==> src/rtl/id_link_regs.vh <==
// Constants for the single-wire identification slave
`ifndef ID_LINK_REGS_VH
`define ID_LINK_REGS_VH
// ----------------------------------------
// Timing, in microseconds and clock cycles
// ----------------------------------------
`define CLK_MHZ 100
`define T_RESET_US 120
`define T_RESET_CYC (`T_RESET_US * `CLK_MHZ)
`define T_PDH_US 30
`define T_PDH_CYC (`T_PDH_US * `CLK_MHZ)
`define T_PDL_US 120
`define T_PDL_CYC (`T_PDL_US * `CLK_MHZ)
`define T_SAMPLE_US 30
`define T_SAMPLE_CYC (`T_SAMPLE_US * `CLK_MHZ)
`define T_HOLD0_US 30
`define T_HOLD0_CYC (`T_HOLD0_US * `CLK_MHZ)
// ----------------------------------------
// Command codes
// ----------------------------------------
`define CMD_READ_A 8'h33
`define CMD_READ_B 8'h0F
`define CMD_MATCH 8'h55
`define CMD_SKIP 8'hCC
`define CMD_SEARCH 8'hF0
// ----------------------------------------
// ROM layout and defaults
// ----------------------------------------
`define ROM_FAMILY_LSB 0
`define ROM_SERIAL_LSB 8
`define ROM_CRC_LSB 56
`define FAMILY_DEFAULT 8'h5A
`define SERIAL_DEFAULT 48'h0000_0000_0001
`define CRC_DEFAULT 8'h00
`define FIFO_DEPTH 4
`define FIFO_WIDTH 8
`endif

==> src/rtl/cmd_fifo.v <==
// Small valid/ready FIFO carrying received command bytes
`timescale 1ns/1ps
`default_nettype none
module cmd_fifo #(
  parameter WIDTH = 8,
  parameter DEPTH = 4,
  parameter AW = 2
) (
  // Clock and reset
  input wire mclk,
  input wire rst,
  // Write side
  input wire in_valid,
  output wire in_ready,
  input wire [WIDTH-1:0] in_data,
  // Read side
  output wire out_valid,
  input wire out_ready,
  output wire [WIDTH-1:0] out_data
);
  reg [WIDTH-1:0] mem [0:DEPTH-1];
  reg [AW-1:0] wr_ptr;
  reg [AW-1:0] rd_ptr;
  reg [AW:0] count;
  wire push;
  wire pop;
  assign in_ready = (count != DEPTH[AW:0]);
  assign out_valid = (count != {(AW+1){1'b0}});
  assign out_data = mem[rd_ptr];
  assign push = in_valid && in_ready;
  assign pop = out_valid && out_ready;
  always @(posedge mclk) begin
    if (rst) begin
      wr_ptr <= {AW{1'b0}};
      rd_ptr <= {AW{1'b0}};
      count <= {(AW+1){1'b0}};
    end else begin
      if (push) begin
        mem[wr_ptr] <= in_data;
        wr_ptr <= wr_ptr + 1'b1;
      end
      if (pop)
        rd_ptr <= rd_ptr + 1'b1;
      if (push && !pop)
        count <= count + 1'b1;
      else if (pop && !push)
        count <= count - 1'b1;
    end
  end
endmodule // cmd_fifo
`default_nettype wire

==> src/rtl/id_link_slave.v <==
// Slave end of a single-wire open-drain identification link
//
// Function
// - All command and ROM bits travel least significant bit first.
// - Each bit slot starts at the master's falling edge; slave times from it.
// - Line idles high; low longer than 120 us is taken as reset.
// - Every transaction begins with master reset then slave presence pulse.
// - Commands are eight bits, decoded once all eight have arrived.
// - Either read code makes the slave send its whole 64-bit ROM.
// - ROM is family code, serial number, then CRC, family at LSB end.
// - Read only with one slave; several senders give a wired-AND.
// - Match or skip codes silence the slave until the next reset.
// - Search sends each bit, its complement, then reads master's choice.
// - Slave only pulls low or releases; pull-up supplies the high.
// - After reset rises, wait then pull low as presence pulse.
// - In a write slot, sample the line a fixed delay after the fall.
// - In a read slot, hold low a fixed delay to send zero.
`timescale 1ns/1ps
`default_nettype none
`include "id_link_regs.vh"
module id_link_slave #(
  parameter [7:0] FAMILY = `FAMILY_DEFAULT, // Arbitrary value
  parameter [47:0] SERIAL = `SERIAL_DEFAULT, // Arbitrary value
  parameter [7:0] CRC = `CRC_DEFAULT,
  parameter RESET_CYC = `T_RESET_CYC,
  parameter PDH_CYC = `T_PDH_CYC,
  parameter PDL_CYC = `T_PDL_CYC,
  parameter SAMPLE_CYC = `T_SAMPLE_CYC,
  parameter HOLD0_CYC = `T_HOLD0_CYC
) (
  // Clock and reset
  input wire mclk,
  input wire rst,
  // Data line, open drain
  input wire dq_in,
  output reg dq_out,
  output reg dq_oe_n,
  // Status
  output reg [7:0] cmd_byte,
  output reg cmd_strobe,
  output reg active
);
  // ----------------------------------------
  // States
  // ----------------------------------------
  localparam [6:0] S_IDLE = 7'h01;
  localparam [6:0] S_WAIT = 7'h02;
  localparam [6:0] S_PRES = 7'h04;
  localparam [6:0] S_CMD = 7'h08;
  localparam [6:0] S_READ = 7'h10;
  localparam [6:0] S_SRCH = 7'h20;
  localparam [6:0] S_MUTE = 7'h40;

  wire [63:0] rom;
  reg [6:0] state;
  reg [15:0] low_cnt;
  reg [15:0] tmr;
  reg line_q;
  reg [7:0] shift;
  reg [5:0] bit_idx;
  reg [2:0] cnt3;
  reg [1:0] phase;
  reg in_slot;
  reg pulling;
  wire fall;
  wire rise;
  wire fifo_ready;
  wire fifo_valid;
  wire [7:0] fifo_data;
  reg push;
  reg [7:0] push_data;
  wire cur_bit;
  wire send_bit;

  assign rom = {CRC, SERIAL, FAMILY};
  assign fall = line_q && !dq_in;
  assign rise = !line_q && dq_in;
  assign cur_bit = rom[bit_idx];
  assign send_bit = (state == S_SRCH && phase == 2'd1) ? !cur_bit : cur_bit;

  // ----------------------------------------
  // Command bytes pass through a FIFO
  // ----------------------------------------
  // Decode drains one byte a cycle, so a full FIFO never stalls slots
  cmd_fifo #(.WIDTH(`FIFO_WIDTH), .DEPTH(`FIFO_DEPTH), .AW(2)) u_fifo (
    .mclk(mclk),
    .rst(rst),
    .in_valid(push),
    .in_ready(fifo_ready),
    .in_data(push_data),
    .out_valid(fifo_valid),
    .out_ready(1'b1),
    .out_data(fifo_data)
  );

  // ----------------------------------------
  // Line state machine
  // ----------------------------------------
  always @(posedge mclk) begin
    if (rst) begin
      state <= S_IDLE;
      low_cnt <= 16'h0000;
      tmr <= 16'h0000;
      line_q <= 1'b1;
      shift <= 8'h00;
      bit_idx <= 6'h00;
      cnt3 <= 3'h0;
      phase <= 2'h0;
      in_slot <= 1'b0;
      pulling <= 1'b0;
      push <= 1'b0;
      push_data <= 8'h00;
      dq_out <= 1'b0;
      dq_oe_n <= 1'b1;
      cmd_byte <= 8'h00;
      cmd_strobe <= 1'b0;
      active <= 1'b0;
    end else begin
      line_q <= dq_in;
      push <= 1'b0;
      cmd_strobe <= 1'b0;
      dq_out <= 1'b0;
      dq_oe_n <= !pulling;
      if (!dq_in && !pulling)
        low_cnt <= (low_cnt == 16'hFFFF) ? low_cnt : low_cnt + 1'b1;
      else
        low_cnt <= 16'h0000;
      if (fifo_valid) begin
        cmd_byte <= fifo_data;
        cmd_strobe <= 1'b1;
        case (fifo_data)
          `CMD_READ_A, `CMD_READ_B: state <= S_READ;
          `CMD_SEARCH: state <= S_SRCH;
          `CMD_MATCH, `CMD_SKIP: state <= S_MUTE;
          default: state <= S_MUTE;
        endcase
        bit_idx <= 6'h00;
        phase <= 2'h0;
      end
      if (low_cnt >= RESET_CYC[15:0]) begin
        state <= S_WAIT;
        // Stale slot time would cut the presence delay short
        tmr <= 16'h0000;
        in_slot <= 1'b0;
        pulling <= 1'b0;
        active <= 1'b1;
      end else begin
        case (state)
          S_IDLE: active <= 1'b0;
          S_WAIT: begin
            if (rise) tmr <= 16'h0000;
            else if (dq_in) tmr <= tmr + 1'b1;
            if (dq_in && tmr >= PDH_CYC[15:0]) begin
              state <= S_PRES;
              tmr <= 16'h0000;
              pulling <= 1'b1;
            end
          end
          S_PRES: begin
            tmr <= tmr + 1'b1;
            if (tmr >= PDL_CYC[15:0]) begin
              pulling <= 1'b0;
              state <= S_CMD;
              cnt3 <= 3'h0;
              in_slot <= 1'b0;
            end
          end
          S_CMD: begin
            if (fall && !in_slot) begin
              in_slot <= 1'b1;
              tmr <= 16'h0000;
            end else if (in_slot) begin
              tmr <= tmr + 1'b1;
              if (tmr == SAMPLE_CYC[15:0]) begin
                in_slot <= 1'b0;
                shift <= {dq_in, shift[7:1]};
                cnt3 <= cnt3 + 1'b1;
                if (cnt3 == 3'h7 && fifo_ready) begin
                  push <= 1'b1;
                  push_data <= {dq_in, shift[7:1]};
                end
              end
            end
          end
          S_READ, S_SRCH: begin
            if (fall && !in_slot) begin
              in_slot <= 1'b1;
              tmr <= 16'h0000;
              // Read slot zero: pull low at once, held for a fixed time
              pulling <= (phase != 2'd2) && !send_bit;
            end else if (in_slot) begin
              tmr <= tmr + 1'b1;
              if (phase == 2'd2 && tmr == SAMPLE_CYC[15:0]) begin
                in_slot <= 1'b0;
                phase <= 2'd0;
                bit_idx <= bit_idx + 1'b1;
                if (dq_in != cur_bit) state <= S_MUTE;
                else if (bit_idx == 6'h3F) state <= S_MUTE;
              end else if (phase != 2'd2 && tmr == HOLD0_CYC[15:0]) begin
                pulling <= 1'b0;
                in_slot <= 1'b0;
                if (state == S_SRCH) begin
                  phase <= phase + 1'b1;
                end else begin
                  bit_idx <= bit_idx + 1'b1;
                  if (bit_idx == 6'h3F) state <= S_MUTE;
                end
              end
            end
          end
          S_MUTE: begin
            pulling <= 1'b0;
            active <= 1'b0;
          end
          default: state <= S_IDLE;
        endcase
      end
    end
  end
endmodule // id_link_slave
`default_nettype wire
==> config.mk <==
export PLATFORM = sky130hd
export DESIGN_NAME = id_link_slave
export DESIGN_NICKNAME = d
export VERILOG_FILES = /design/src/rtl/cmd_fifo.v /design/src/rtl/id_link_slave.v
export VERILOG_INCLUDE_DIRS = /design/src /design/src/rtl
export SDC_FILE = /design/constraint.sdc
export NUM_CORES = 1
export LEC_CHECK = 0
export BUFFER_PORTS_ARGS = -buffer_cell sky130_fd_sc_hd__buf_2
export CORE_UTILIZATION = 38
export CTS_CLUSTER_DIAMETER = 100
export DETAILED_ROUTE_END_ITERATION = 10
export HOLD_SLACK_MARGIN = 0.15
export SETUP_SLACK_MARGIN = 0.15
export SYNTH_ARGS = -nofsm -noshare
export SYNTH_HDL_FRONTEND = slang
export SYNTH_SLANG_ARGS = --single-unit
==> constraint.sdc <==
create_clock -name mclk -period 3.6 [get_ports mclk]
set_input_delay 0.36 -clock mclk [delete_from_list [all_inputs] [get_ports mclk]]
set_output_delay 0.36 -clock mclk [all_outputs]
set_load 0.005 [all_outputs]
# ---- After elaboration in Yosys (flattened, before gate mapping)
# Memory sizes are Yosys's and may differ from the RTL's. A register that Yosys moved wholly into a read port is not among the register bits.
# Index checks and enable logic that the tools add are counted.
dict set report totals {
  wordCells 181
  ff_bits 88
  output_inout_bits 12
  memories 2
  inputBits 3
  ram_bits 32
  romBits 64
}
dict set report classes {
  n_addsub 9
  n_lt_le_gt_ge 4
  n_eq_ne 29
  bitwise_logic 6
  n_reduce_logical 42
  n_mux 69
}
# name words word_bits read_ports rd_ports_with_merged_regs wr line_no
set mem_list {}
lappend mem_list {{(no name shown)} 64 1 1 1 0 id_link_slave.v:78} ;# assign cur_bit = rom[bit_idx];
lappend mem_list {u_fifo.mem 4 8 1 1 1 cmd_fifo.v:21} ;# reg [WIDTH-1:0] mem [0:DEPTH-1];
# op n
set op_table {}
lappend op_table {{$mux W16} 5}
lappend op_table {{$mux W7} 10}
lappend op_table {{$mux W6} 9}
lappend op_table {{$pmux W16 S3} 1}
lappend op_table {{$add A16 B1 Y16 const B} 2}
lappend op_table {{$ge A16 B14 Y1 const B} 2}
lappend op_table {{$pmux W7 S4} 1}
lappend op_table {{$mux W1} 22}
lappend op_table {{$mux W2} 11}
lappend op_table {{$mux W3} 6}
lappend op_table {{$reduce_and A6 Y1} 3}
lappend op_table {{$eq A16 B12 Y1 const B} 1}
lappend op_table {{$eq A16 B16 Y1 const B} 1}
lappend op_table {{$ge A16 B12 Y1 const B} 1}
lappend op_table {{$pmux W7 S2} 1}
lappend op_table {{$logic_and A1 B1 Y1} 13}
lappend op_table {{$ne A2 B2 Y1 const B} 6}
lappend op_table {{$ne A3 B3 Y1 const B} 4}
lappend op_table {{$reduce_or A2 Y1} 5}
lappend op_table {{$reduce_bool A3 Y1} 3}
lappend op_table {{$eq A8 B4 Y1 const B} 1}
lappend op_table {{$eq A8 B6 Y1 const B} 1}
lappend op_table {{$eq A8 B8 Y1 const B} 1}
lappend op_table {{$logic_not A1 Y1} 8}
lappend op_table {{30 further kinds} 41}

# ---- Longest topological paths before layout
dict set report depth {
  depth_word 12
  ltp_mapped 10
  ltp_nobuf 10
}

# ---- Hierarchy
# A second synthesis with hierarchy kept.
dict set report hier_totals {
  hier_cells 592
  area_unflattened_um2 5786.8
}
# module n_inst cells_each seq_area_each_um2 area_each_um2
set by_module_without_submodules {}
lappend by_module_without_submodules {id_link_slave 1 502 1621.6 4151.5}
lappend by_module_without_submodules {cmd_fifo 1 90 1141.1 1635.3}

# ---- Worst setup path after synthesis
# No wires, ideal clock.
dict set report synth_timing {
  path_kind {register to register}
  start {register u_fifo.count[0]}
  end {register u_fifo.count[2]}
  period_less_slack_ns 2.508
  path_stages_with_launch 11
  setup_time_ns 0.070
  n_path_buf 2
  t_required_ns 3.530
  slack_ns 1.092
  arrival_ns 2.438
  cell_sequence {dfxtp_1 > or3_1 > buf_2 > inv_2 > clkbuf_1 > ha_1 > inv_1 > fa_1 > xor2_1 > or3_1 > a21oi_1}
}
dict set report synth_between {
  elab_chain_len 5
  word_cells_on_any_way 12
  classes_between {add/sub (2); eq/ne (1); mux (2); reduce/logical (7)}
}
# element line_no
set synth_lines {}
lappend synth_lines {{from (decl)} cmd_fifo.v:24} ;# reg [AW:0] count;
lappend synth_lines {{from (signal assigned)} cmd_fifo.v:36} ;# count <= {(AW+1){1'b0}};
lappend synth_lines {{from (signal assigned)} cmd_fifo.v:45} ;# count <= count + 1'b1;
lappend synth_lines {{from (signal assigned)} cmd_fifo.v:47} ;# count <= count - 1'b1;
lappend synth_lines {{parallel branches: the longest is 5 deep, another holds $sub A3 B1 Y3} n/a}
# Parallel ways; which one is timed is not known. The select of a mux whose other input is x is not followed.
# A chain may end at the register's enable or synchronous reset.

==> results.yml <==
detailed_routing:
  drc_errors: 0
  vias: 4281
  dr.pass1.iters: 4
  totalWireLength_microns: 12000
  routedWlPerCell_microns: 14.83
  drt_iter0_markers: 237
  via_per_inst: 5.292
  ant_nets: 0
timing:
  layout_setup_ws_ns: 0.9148
  clock_skew_ns: 0.007268
  period_needed_ns: 2.685
  fmax_ghz: 0.3724
  holdWs_ns: 0.2942
  drv_slew: 0
  finalSetupViolations: 0
  relSlewSlack: 0.3293
  setup_tns_ns: 0
  tightestPinTransition_ns: 0.9994
  fin_crit_sh: 0.7459
  hold_violations: 0
  rsz0062_at_grt: "no"
cts:
  cts-root-buf: "clkbuf_16"
  cts_setup_buffers: 0
  clock-sinks: 122
  cts_buffers: 17
  path_clk_slew_ns: 0.06
  cts_htree_levels: 4
  clk_latency_ns: 0.42
  cts_tree: "built"
  ctsResizeCount: 0
  clk_path_buf_depth: 2
  hold_buffers: 0
worst_setup_path:
  critical-path-top-delay-family: "compound AO/OA/AOI/OAI gates"
  crit_type: "flip-flop to flip-flop"
  endpoint_kind: "flip-flop"
  cpMaxStageDelayCell: "o21ai_1"
  slowest_delay_ns: 0.80
  r2r_slack_ns: 0.91
  worstPathArrival_ns: 3.03
  cp_num_buf_inv: 0
  path_cells: "nand4_1 > o21ai_1 > or4_1 > nand2_1 > a32oi_1 > a21bo_1 > a21oi_2"
  critPathLaunchType: "flip-flop"
  crit_fanout: 11
  crit_required_ns: 3.95
yosys:
  async_flop_share: 0
  yosysSeqAreaShare: 0.4859
  ys_warn_count: 0
  ys_seq_elements: 122
  synthDistinctLibCells: 64
  syn-instance-count: 600
  synth_edf_count: 32
  synthFlopType: "dfxtp_1"
  syn_avg_cell_area_sq_um: 9.476
  synth_area_sq_um: 5685
  synth_fp_nets: 618
grt:
  track_usage: 0.1635
  grt_first_pass_wirelength_microns: 20230
  grt_antenna_before_repair: 0
  grt_max_degree: 34
  grt_overflow_total: 0
  grt_pass1_vias: 4176
power:
  switching_share: 0.2744
  ir_drop_mv: 0.4036
  p_clk_frac: 0.440
  p_leak_nw: 2.337
  pwr-share-seq: 0.406
  p_int_mw: 2.839
  power_density_nw_per_um2: 600.4
  p_comb_frac: 0.154
  p_total_mw: 3.913
  p_switching_mw: 1.074
finish:
  final_cell_mix: "dfxtp_1, nor2_1, nand2_1"
  diodes: 0
  fin_nets: 630
  layout_commonest_cell: "dfxtp_1"
  drive_above_1_share: 0.1184
  final_core_util: 0.4467
  seq_area_sq_um: 2763
  final.fill_count: 1352
  multi_input_area_sq_um: 2744
  layout-area-overhead-vs-synth_pct: 14.63
outcome:
  outcome: "finished, final reports clean"
die:
  initial_utilization: 0.3897
  boundaryPins: 15
  rows: 44
  die-width_microns: 124.3
  coreArea_sq_um: 14590
  die_area_sq_um: 15460
  die_h_microns: 124.3
run:
  maxCapViolCount: 0
min_path:
  worstHoldPathType: "input port to flip-flop"
placement:
  hpwl_microns: 8428
  io_buffer_count: 13
  dp_slack_ns: 0.9144
  place.gp.congestion: 0.8377
-- final cells by class --
| class | count | area share |
|---|---|---|
| clock inverter | 14 | 0.02611 |
| tap | 184 | 0.03532 |
| clock buffer | 18 | 0.06585 |
| timing repair buffer | 19 | 0.01689 |
| multi-input combinational | 433 | 0.4210 |
| inverter | 19 | 0.01094 |
| sequential | 122 | 0.4239 |
-- cells in the mapped netlist (all sizes together), types with 7 or more instances --
cell / n / area share
edfxtp: 32 / 0.17
xnor2: 7 / 0.011
dfxtp: 90 / 0.32
ha: 14 / 0.031
nor3: 15 / 0.014
nand2: 72 / 0.048
clkbuf: 18 / 0.012
and3: 13 / 0.014
nand4: 9 / 0.0099
mux2i: 11 / 0.019
mux4: 8 / 0.032
buf: 8 / 0.0070
xor2: 29 / 0.045
or3: 7 / 0.0086
nand3: 28 / 0.025
nor4: 7 / 0.014
o21ai: 16 / 0.014
a21oi: 41 / 0.037
nor2: 75 / 0.050
inv: 19 / 0.013
-- cells by family (layout without fill, tap and decap cells) --
kind of cell               after synthesis  in the layout  share of synthesized area
adders and majority gates               15             15                    0.03433
muxes                                   19             19                    0.05106
DFF                                    122            122                     0.4859
xor gates and xnor gates                36             36                    0.05546
AOI/OAI and AO/OA                       96             96                     0.1063
buffers and inverters                   45             70                    0.03147
and+or+nand+nor                        266            266                     0.2348
other                                    1              1                  0.0006596
-- stage by stage --
stage | std cells | cell area, sq um
finish | 809 | 6518
global route | 809 | 6518
CTS | 809 | 6518
detailed placement | 777 | 5918
global placement | 777 | 5918
floorplan | 600 | 5685
-- layer usage --
metal,part of all wire,GRT usage,vias to the layer above
met4,0.016,0.06591,0
met2,0.47,0.2613,98
met5,0,0,-
met1,0.46,0.2049,2011
li1,-,-,2154
met3,0.049,0.05026,18
-- sequential cells by signal, indices dropped and copies added (netlist names), 2 cells and up, named ones only --
signal         flops
state              7
u_fifo.wr_ptr      2
phase              2
bit_idx            6
push_data          8
u_fifo.rd_ptr      2
low_cnt           16
cmd_byte           8
cnt3               3
shift              7
u_fifo.count       3
tmr               16
u_fifo.mem        32
-- worst paths after layout --
kind | endpoint | depth (start not counted) | start
setup reg to reg | cur_bit | 7 | low_cnt[13]
setup / recovery | cur_bit | 7 | low_cnt[13]
hold reg to reg | dq_oe_n | 1 | pulling
hold / removal | push_data[7] | 3 | dq_in
-- worst min-delay path, delay by kind of cell --
| kind | cells | cell delay [ns] |
|---|---|---|
| AO/OA/AOI/OAI | 1 | 0.06 |
| buffers and inverters | 1 | 0.16 |
| AND/OR/NAND/NOR | 1 | 0.08 |
-- power by group through the flow --
stage	combinational, mW	sequential (mW)	clock, mW
after CTS	0.609	1.59	1.76
after global placement	0.599	1.62	0
after global routing	0.659	1.61	1.83
after floorplan	0.475	1.57	0
final	0.604	1.59	1.72
after detailed placement	0.604	1.62	0
Power figures use the tool's default switching activity.
